--- src/rtl/ect_pkg.sv ---
// Constants and types shared by the event timer files
package ect_pkg;

    // Bus widths
    localparam int ADDR_W = 2;
    localparam int DATA_W = 8;
    localparam int COUNT_W = 16;

    // Register offsets
    localparam logic [ADDR_W-1:0] OFS_COUNT_LOW = 2'h0;
    localparam logic [ADDR_W-1:0] OFS_COUNT_HIGH = 2'h1;
    localparam logic [ADDR_W-1:0] OFS_CONTROL = 2'h2;
    localparam logic [ADDR_W-1:0] OFS_IRQ_CONTROL = 2'h3;

    // Field positions of counter_control
    localparam int BIT_MODE_SEL_HI = 7;
    localparam int BIT_MODE_SEL_LO = 6;
    localparam int BIT_RUN_ENABLE = 4;
    localparam int BIT_EDGE_POLARITY = 3;

    // Field positions of interrupt_control
    localparam int BIT_IRQ_ENABLE = 0;
    localparam int BIT_IRQ_FLAG = 1;

    // Reset values
    localparam logic RST_RUN_ENABLE = 1'b0;
    localparam logic RST_EDGE_POLARITY = 1'b0;
    localparam logic RST_IRQ_ENABLE = 1'b0;
    localparam logic RST_IRQ_FLAG = 1'b0;
    localparam logic RST_PIN_LEVEL = 1'b0;
    localparam logic [DATA_W-1:0] RST_RDATA = 8'h00;
    localparam logic [DATA_W-1:0] READ_ZERO = 8'h00;

    // Timing
    localparam int CLK_DIV_RATIO = 4;
    localparam logic [COUNT_W-1:0] COUNT_FULL = 16'hFFFF;
    localparam logic [COUNT_W-1:0] COUNT_STEP = 16'h0001;

    // Operating modes, {mode_sel_hi, mode_sel_lo}
    typedef enum logic [1:0] {
        MODE_IDLE = 2'b00,
        MODE_EVENT = 2'b01,
        MODE_TIMER = 2'b10,
        MODE_PULSE = 2'b11
    } ect_mode_type;

endpackage : ect_pkg

--- src/rtl/ect_evt_if.sv ---
// Interface carrying pin events and the divided clock tick
`timescale 1ns/1ps
`default_nettype none

interface ect_evt_if;
    logic pin_level;
    logic pin_rise;
    logic pin_fall;
    logic tick;

    // Pin synchroniser side
    modport pin_src (output pin_level, output pin_rise, output pin_fall);
    // Prescaler side
    modport tick_src (output tick);
    // Counter core side
    modport core (input pin_level, input pin_rise, input pin_fall, input tick);
endinterface : ect_evt_if

`default_nettype wire

--- src/rtl/ect_top.sv ---
// 16-bit timer and event counter with preload and byte-buffered access
//
// Function
// - 16-bit up-counter, three counting modes plus idle
// - Writes load preload, reads return counter
// - Timer and pulse modes use clock/4
// - Event mode counts one per chosen edge
// - Past FFFF: interrupt, reload preload, continue
// - Stopped counter takes written preload at once
// - Running counter takes preload at overflow only
// - Low write buffered, high write commits both
// - High read captures low byte for later
// - Preload zero gives full-range count
// - Preload undefined until software writes it
// - Control bit 4 runs or halts counting
// - Control bit 3 selects active edge
// - Mode bits 1,0 select interval timer
// - Timer mode counts each internal clock fall
// - Interrupt enable low blocks overflow interrupt
// - Mode bits 0,1 select event counting
// - Edge bit low rising, high falling
// - Pulse mode counts while pin not idle
// - Pulse end clears run, pin ignored after
//
// Register map
// Index 0: count_low_byte, writes buffered, reads the hold byte
// Index 1: count_high_byte, write commits preload, read captures low
// Index 2: counter_control, mode, run and edge fields
// Index 3: interrupt_control, enable and sticky overflow flag
// All four indices decoded, nothing refused
// Strobes one cycle, back to back allowed
//
// counter_control fields
// Bit 7: mode_sel_hi
// Bit 6: mode_sel_lo
// Bit 4: run_enable
// Bit 3: edge_polarity
// Bits 5, 2, 1, 0: reserved, read as zero
//
// interrupt_control fields
// Bit 0: overflow_irq_enable
// Bit 1: overflow flag, sticky, cleared by writing zero
// Bits 7 to 2: reserved, read as zero
//
// Modes, mode_sel_hi then mode_sel_lo
// 00: idle, no counting
// 01: event counting on pin edges
// 10: interval timer on the divided clock
// 11: pulse width on the divided clock
//
// Event counting
// Edge bit low counts rising edges
// Edge bit high counts falling edges
// One step per synchronised transition
//
// Pulse width measurement
// Edge bit low: idle high, counts while pin low
// Edge bit high: idle low, counts while pin high
// Return to idle clears run_enable
// Pin then ignored until software sets run again
//
// Overflow
// Step from full count reloads the preload value
// Flag sets whether or not the interrupt is enabled
// Enable gates only the request output
//
// Timing
// Divided clock tick once every DIV_RATIO system clocks
// Pin edges seen two clocks after the raw pin moves
// Read data valid in the cycle after the strobe only
// Interrupt request one cycle, one clock after overflow
//
// Reset
// Control, enable, flag, divider and pin stages cleared
// Read data and interrupt request held low
//
// Hazards and limits
// Count byte access drops a step in that cycle
// Dropped steps are lost, not deferred
// Counter, preload and hold byte have no reset
// Load a value before setting run_enable
// Run written with a high byte: load uses old run
// Software control write beats automatic run clear
// Overflow and flag clear together: flag stays set
// Pin high at reset release looks like a rise
// That false rise is harmless while run_enable is low
`timescale 1ns/1ps
`default_nettype none

module ect_top #(
    parameter int DIV_RATIO = ect_pkg::CLK_DIV_RATIO
) (
    // Clock and reset
    input wire logic clk,
    input wire logic rstn,
    // Register port
    input wire logic [ect_pkg::ADDR_W-1:0] reg_addr,
    input wire logic [ect_pkg::DATA_W-1:0] reg_wdata,
    input wire logic reg_write,
    input wire logic reg_read,
    output logic [ect_pkg::DATA_W-1:0] reg_rdata,
    // Shared timer input pin
    input wire logic external_event_pin,
    // Overflow interrupt request
    output logic timer_irq
);

    ////////////////////////////////////////////////////////////////////////
    // Declarations

    // Events between pin stage, divider and core
    ect_evt_if evt_bus ();

    // Count, preload and hold byte
    logic [ect_pkg::COUNT_W-1:0] count;
    logic [ect_pkg::COUNT_W-1:0] preload;
    logic [ect_pkg::DATA_W-1:0] low_hold;

    // Control and interrupt fields
    logic run_enable;
    logic edge_polarity;
    ect_pkg::ect_mode_type mode;
    logic overflow_irq_enable;
    logic overflow_flag;

    // Decoded register strobes
    logic wr_low;
    logic wr_high;
    logic wr_ctrl;
    logic wr_irq;
    logic rd_low;
    logic rd_high;
    logic access_inhibit;

    // Count qualification terms
    logic active_edge;
    logic return_edge;
    logic pin_active;
    logic pulse_done;
    logic next_advance;
    logic count_full;
    logic overflow;
    logic [ect_pkg::COUNT_W-1:0] write_word;

    ////////////////////////////////////////////////////////////////////////
    // Pin events and internal timer clock

    // Pin synchroniser and edge detector
    ect_pin_sync u_pin_sync (
        .clk(clk),
        .rstn(rstn),
        .pin_raw(external_event_pin),
        .evt(evt_bus.pin_src)
    );

    // System clock divider
    ect_prescaler #(
        .DIV_RATIO(DIV_RATIO)
    ) u_prescaler (
        .clk(clk),
        .rstn(rstn),
        .evt(evt_bus.tick_src)
    );

    ////////////////////////////////////////////////////////////////////////
    // Address decode

    // Write strobes per register
    always_comb begin
        wr_low = 1'b0;
        wr_high = 1'b0;
        wr_ctrl = 1'b0;
        wr_irq = 1'b0;
        if (reg_write && reg_addr == ect_pkg::OFS_COUNT_LOW) begin
            wr_low = 1'b1;
        end else if (reg_write && reg_addr == ect_pkg::OFS_COUNT_HIGH) begin
            wr_high = 1'b1;
        end else if (reg_write && reg_addr == ect_pkg::OFS_CONTROL) begin
            wr_ctrl = 1'b1;
        end else if (reg_write && reg_addr == ect_pkg::OFS_IRQ_CONTROL) begin
            wr_irq = 1'b1;
        end
    end

    // Read strobes for the count bytes
    assign rd_low = reg_read && (reg_addr == ect_pkg::OFS_COUNT_LOW);
    assign rd_high = reg_read && (reg_addr == ect_pkg::OFS_COUNT_HIGH);

    // Count clock held off during any count byte access
    assign access_inhibit = wr_low | wr_high | rd_low | rd_high;

    // Word formed by a high byte write and the buffered low byte
    assign write_word = {reg_wdata, low_hold};

    ////////////////////////////////////////////////////////////////////////
    // Count qualification

    // Edge chosen by edge_polarity: low rising, high falling
    assign active_edge = edge_polarity ? evt_bus.pin_fall : evt_bus.pin_rise;

    // Edge returning the pin to its idle level
    assign return_edge = edge_polarity ? evt_bus.pin_fall : evt_bus.pin_rise;

    // Pin away from idle: idle high when edge low, idle low when edge high
    assign pin_active = edge_polarity ? evt_bus.pin_level : ~evt_bus.pin_level;

    // Pulse finished while measuring
    assign pulse_done = (mode == ect_pkg::MODE_PULSE) && run_enable && return_edge;

    // Whether the counter steps in this cycle
    always_comb begin
        next_advance = 1'b0;
        case (mode)
            ect_pkg::MODE_TIMER: begin
                next_advance = run_enable & evt_bus.tick;
            end
            ect_pkg::MODE_EVENT: begin
                next_advance = run_enable & active_edge;
            end
            ect_pkg::MODE_PULSE: begin
                next_advance = run_enable & evt_bus.tick & pin_active;
            end
            default: begin
                next_advance = 1'b0;
            end
        endcase
        if (access_inhibit) begin
            next_advance = 1'b0;
        end
    end

    // Overflow when stepping from full count
    assign count_full = (count == ect_pkg::COUNT_FULL);
    assign overflow = next_advance & count_full;

    ////////////////////////////////////////////////////////////////////////
    // Counter, preload and byte buffer (no reset: undefined until written)

    // Preload loaded only by a high byte write
    always_ff @(posedge clk) begin
        if (wr_high) begin
            preload <= write_word;
        end
    end

    // Counter: direct load when stopped, else count and reload
    always_ff @(posedge clk) begin
        if (wr_high && !run_enable) begin
            count <= write_word;
        end else if (next_advance) begin
            if (count_full) begin
                count <= preload;
            end else begin
                count <= count + ect_pkg::COUNT_STEP;
            end
        end
    end

    // Low byte buffer shared by writes and high byte reads
    always_ff @(posedge clk) begin
        if (wr_low) begin
            low_hold <= reg_wdata;
        end else if (rd_high) begin
            low_hold <= count[ect_pkg::DATA_W-1:0];
        end
    end

    ////////////////////////////////////////////////////////////////////////
    // Control register

    // Software write wins over the automatic run clear
    always_ff @(posedge clk) begin
        if (!rstn) begin
            run_enable <= ect_pkg::RST_RUN_ENABLE;
            edge_polarity <= ect_pkg::RST_EDGE_POLARITY;
            mode <= ect_pkg::MODE_IDLE;
        end else if (wr_ctrl) begin
            run_enable <= reg_wdata[ect_pkg::BIT_RUN_ENABLE];
            edge_polarity <= reg_wdata[ect_pkg::BIT_EDGE_POLARITY];
            mode <= ect_pkg::ect_mode_type'({reg_wdata[ect_pkg::BIT_MODE_SEL_HI],
                reg_wdata[ect_pkg::BIT_MODE_SEL_LO]});
        end else if (pulse_done) begin
            run_enable <= 1'b0;
        end
    end

    ////////////////////////////////////////////////////////////////////////
    // Interrupt control and request

    // Enable bit and sticky overflow flag, set wins over clear
    always_ff @(posedge clk) begin
        if (!rstn) begin
            overflow_irq_enable <= ect_pkg::RST_IRQ_ENABLE;
            overflow_flag <= ect_pkg::RST_IRQ_FLAG;
        end else begin
            if (wr_irq) begin
                overflow_irq_enable <= reg_wdata[ect_pkg::BIT_IRQ_ENABLE];
            end
            if (overflow) begin
                overflow_flag <= 1'b1;
            end else if (wr_irq && !reg_wdata[ect_pkg::BIT_IRQ_FLAG]) begin
                overflow_flag <= 1'b0;
            end
        end
    end

    // One-cycle request per overflow, gated by the enable
    always_ff @(posedge clk) begin
        if (!rstn) begin
            timer_irq <= 1'b0;
        end else begin
            timer_irq <= overflow & overflow_irq_enable;
        end
    end

    ////////////////////////////////////////////////////////////////////////
    // Read data, valid only in the cycle after the strobe

    always_ff @(posedge clk) begin
        if (!rstn) begin
            reg_rdata <= ect_pkg::RST_RDATA;
        end else if (!reg_read) begin
            reg_rdata <= ect_pkg::READ_ZERO;
        end else if (reg_addr == ect_pkg::OFS_COUNT_LOW) begin
            reg_rdata <= low_hold;
        end else if (reg_addr == ect_pkg::OFS_COUNT_HIGH) begin
            reg_rdata <= count[ect_pkg::COUNT_W-1:ect_pkg::DATA_W];
        end else if (reg_addr == ect_pkg::OFS_CONTROL) begin
            reg_rdata <= ect_pkg::READ_ZERO;
            reg_rdata[ect_pkg::BIT_MODE_SEL_HI] <= mode[1];
            reg_rdata[ect_pkg::BIT_MODE_SEL_LO] <= mode[0];
            reg_rdata[ect_pkg::BIT_RUN_ENABLE] <= run_enable;
            reg_rdata[ect_pkg::BIT_EDGE_POLARITY] <= edge_polarity;
        end else begin
            reg_rdata <= ect_pkg::READ_ZERO;
            reg_rdata[ect_pkg::BIT_IRQ_ENABLE] <= overflow_irq_enable;
            reg_rdata[ect_pkg::BIT_IRQ_FLAG] <= overflow_flag;
        end
    end

endmodule : ect_top

`default_nettype wire

--- src/rtl/ect_pin_sync.sv ---
// Synchroniser and edge detector for the external event pin
`timescale 1ns/1ps
`default_nettype none

module ect_pin_sync (
    // Clock and reset
    input wire logic clk,
    input wire logic rstn,
    // Raw pin
    input wire logic pin_raw,
    // Clean events
    ect_evt_if.pin_src evt
);

    logic meta;
    logic stable;
    logic last;

    // Two-stage synchroniser then one history stage
    always_ff @(posedge clk) begin
        if (!rstn) begin
            meta <= ect_pkg::RST_PIN_LEVEL;
            stable <= ect_pkg::RST_PIN_LEVEL;
            last <= ect_pkg::RST_PIN_LEVEL;
        end else begin
            meta <= pin_raw;
            stable <= meta;
            last <= stable;
        end
    end

    // Edges seen only on synchronised stages, one per transition
    assign evt.pin_level = stable;
    assign evt.pin_rise = stable & ~last;
    assign evt.pin_fall = ~stable & last;

endmodule : ect_pin_sync

`default_nettype wire

--- src/rtl/ect_prescaler.sv ---
// Divider giving the internal timer clock as an enable pulse
`timescale 1ns/1ps
`default_nettype none

module ect_prescaler #(
    parameter int DIV_RATIO = ect_pkg::CLK_DIV_RATIO
) (
    // Clock and reset
    input wire logic clk,
    input wire logic rstn,
    // Tick out
    ect_evt_if.tick_src evt
);

    localparam int CNT_W = (DIV_RATIO > 1) ? $clog2(DIV_RATIO) : 1;
    localparam logic [CNT_W-1:0] CNT_LAST = CNT_W'(DIV_RATIO - 1);
    localparam logic [CNT_W-1:0] CNT_ZERO = '0;
    localparam logic [CNT_W-1:0] CNT_ONE = CNT_W'(1);

    logic [CNT_W-1:0] div_count;

    // Free-running divide-by-ratio counter
    always_ff @(posedge clk) begin
        if (!rstn) begin
            div_count <= CNT_ZERO;
        end else if (div_count == CNT_LAST) begin
            div_count <= CNT_ZERO;
        end else begin
            div_count <= div_count + CNT_ONE;
        end
    end

    // Pulse marks the falling transition of the divided clock
    assign evt.tick = (div_count == CNT_LAST);

endmodule : ect_prescaler

`default_nettype wire

--- config.mk ---
export PLATFORM = sky130hd
export DESIGN_NAME = ect_top
export DESIGN_NICKNAME = d
export VERILOG_FILES = /design/src/rtl/ect_pkg.sv /design/src/rtl/ect_evt_if.sv /design/src/rtl/ect_top.sv /design/src/rtl/ect_pin_sync.sv /design/src/rtl/ect_prescaler.sv
export SDC_FILE = /design/constraint.sdc
export NUM_CORES = 1
export LEC_CHECK = 0
export BUFFER_PORTS_ARGS = -buffer_cell sky130_fd_sc_hd__buf_2
export CAP_MARGIN = 40
export CORE_MARGIN = 1
export CORE_UTILIZATION = 50
export DETAILED_ROUTE_END_ITERATION = 8
export PLACE_DENSITY = 0.77
export SETUP_SLACK_MARGIN = 0.05
export SLEW_MARGIN = 10
export SYNTH_ARGS = -nofsm -noshare
export SYNTH_HDL_FRONTEND = slang
export SYNTH_SLANG_ARGS = --single-unit
--- constraint.sdc ---
create_clock -name clk -period 2.8 [get_ports clk]
set_input_delay 0.28 -clock clk [delete_from_list [all_inputs] [get_ports clk]]
set_output_delay 0.28 -clock clk [all_outputs]
set_load 0.05 [all_outputs]
==> impl_results.md <==
* Hold Path Depth at 2
* Layout cell share with drive strength beyond 1 at 0.181
* RR Endpoint: count[5]
* Post-DP HPWL at 4580 um
* Critical Path Source Type: register
* Minimum clock period at 2370 ps
* H-tree depth reported by CTS at 3
* Actual slew at the worst max-slew pin at 848 ps
* Worst hold path class: in -> reg
* Nets at 305
* Hold endpoint: u_pin_sync.meta
* Vias/cell at 5.86
* Area of the multi-input gates at 0.00113 mm^2
* Critical path required time at 2980 ps
* Vias at 2,127
* First-pass GRT wire length at 10,600 um
* Clk buf depth at 2
* Die footprint at 0.00589 mm^2
* Layout Utilization at 0.607
* Reg2Reg Launch Point: count[0]
* DRT Pass-1 Iters at 5
* CTS tree: built
* Max Cap Viol at 0
* Placed cells at 347
* Dominant cell type by area after synthesis: edfxtp_1
* Top_reg_cell synth: edfxtp_1
* Worst-Skew Late Latency at 350 ps
* Fin cells at 363
* Die H at 76.7 um
* Largest net degree at the start of global routing at 19
* Final clock skew at 14.4 ps
* CTS resizes at 0
* Post-route ant nets at 0
* Clock-pin slew on the worst setup and hold paths at 70 ps
* IO Count at 24
* Reg area at 0.00160 mm^2
* CP Capture Type: register
* Final setup TNS at 0 ps
* WP data arrival at 2550 ps
* Pwr Density at 611 mW/mm^2
* Setup violators final at 0
* Top cells by area, synth: edfxtp_1, dfxtp_1, nand2_1
* Clock sink count at 60
* Worst VDD drop at 0.000311 V
* Routability Congestion at 0.888
* Crit-path max FO at 9
* Synth unique cells at 40
* Row cnt at 26
* Port Buf Inserts at 23
* Num CTS Buffers at 9
* Post-synth EDFFs at 40
* Root Buffer: clkbuf_8
* Slew HR at 0.433
* Vias in the first global route at 2,001
* Commonest cells post-synth: edfxtp_1, nand2_1, nor2_1
* Kind of critical path: reg -> reg
* Initial Utilization at 0.533
* Drt wl/cell at 18.0 um
* DR iter-0 viols at 262
* Crit share post-route at 0.845
* Total track usage at 0.247
* Slew Viols, Final at 0
* Worst r2r path cells at 6
* Core ar. at 0.00524 mm^2
* Mean area per synthesized cell at 10.6 um^2
* Hold_buf cts at 0
* Final wirelength at 6550 um
* Syn Std Cell Area at 0.00279 mm^2
* ANT cells at 0
* # fillers at 432
* Syn nets at 280
* RSZ-0062 raised after global routing: no
* Worst hold slack at 139 ps
* Syn Inst Count at 263
* Status: complete, no violations
* Total grt overflow at 0
* Synth top area share at 0.430
* Sequential area share after synthesis at 0.573
* Initial antenna violation count at 0
* Max Clk Rate at 0.422 GHz
* Buffer count from post-CTS setup fixing at 0
* Worst Hold Launch: external_event_pin
* Layout area overhead at 13.8%
* FF-to-FF setup slack at 430 ps
* #FFs+latches synth at 60
* Leak at 1.17 nW
* Synthesis warning total at 0
* # DRC at 0
* Most frequent cell after synthesis: edfxtp_1
* Final hold violations at 0
* Ys async rst share at 0
* Die W at 76.7 um
==> how the worst max path moves through the flow <==
stage / from / endpoint / slack, ps
after floorplan: edge_polarity / count[0] / 480
after global placement: count[0] / count[1] / 650
after detailed placement: count[0] / count[2] / 430
after CTS: count[0] / count[2] / 460
after global routing: count[0] / count[2] / 140
final: count[0] / count[5] / 430
==> cell usage in the layout (no fill, tap or decap), drive strengths merged <==
cell type,n
and4,4
o21ai,21
mux2,8
nand3b,1
o221ai,1
xnor2,7
o31ai,2
nor3b,2
o41ai,1
a21oi,15
ha,2
buf,26
clkbuf,14
a2bb2oi,1
mux2i,12
edfxtp,40
nand3,10
nor4b,2
nor2b,1
or2,1
and3,1
nor3,3
and2,5
xor2,3
or4,3
inv,3
nor4,1
nor2,28
nand4,9
clkinv,2
dfxtp,20
a31oi,6
o211ai,2
nand2,36
==> through the flow <==
step | area (um^2) | power (mW) | setup slack, ps
global placement | 2970 | 1.16 | 645
global route | 3180 | 2.00 | 139
detailed placement | 2970 | 1.17 | 434
floorplan | 2790 | 1.11 | 478
finish | 3180 | 1.94 | 433
CTS | 3180 | 1.95 | 456
==> report_power, final <==
| part | internal [mW] | switching [mW] |
|---|---|---|
| Clock | 0.454 | 0.339 |
| Sequential | 0.982 | 0.0263 |
| Combinational | 0.0494 | 0.0883 |
| Total | 1.49 | 0.454 |
==> critical path, cell delays in order, from the launching register on <==
cell and delay [ps]:
edfxtp_1 430, ha_1 250, nand4_1 180, nor4b_1 590, and2_1 460, nor2_1 100
o21ai_0 200
==> final cells by class <==
cell class,count,area share
Sequential cell,60,0.504
Multi-Input combinational cell,188,0.356
Timing Repair Buffer,26,0.0433
Inverter,3,0.00354
Tap cell,70,0.0276
Clock inverter,2,0.00433
Clock buffer,14,0.0614
==> sequential cells by signal (all words and copies together) (netlist names) <==
signal and count:
count 16, edge_polarity 1, low_hold 8, mode 2, overflow_flag 1, overflow_irq_enable 1, preload 16, reg_rdata 8
run_enable 1, timer_irq 1, u_pin_sync.evt.pin_level 1, u_pin_sync.last 1, u_pin_sync.meta 1, u_prescaler.div_count 2
==> metal layers <==
layer | track usage | vias up | wire length, um
met3 | 0.0476 | 11 | 523
met1 | 0.336 | 1003 | 2880
met5 | 0 | - | 0
met2 | 0.373 | 98 | 3030
met4 | 0.133 | 0 | 127
li1 | - | 1015 | -
==> cells by family (layout without fill, tap and decap cells) <==
group | after synthesis | after routing | synth area share
AO/OA/AOI/OAI | 49 | 49 | 0.0981
AND/OR/NAND/NOR | 107 | 107 | 0.191
adder cells (fa/ha/maj) | 2 | 2 | 0.00896
XOR/XNOR | 10 | 10 | 0.0314
buffers and inverters | 15 | 45 | 0.0220
multiplexers | 20 | 20 | 0.0753
flip-flops | 60 | 60 | 0.573
Power figures use the tool's default switching activity.
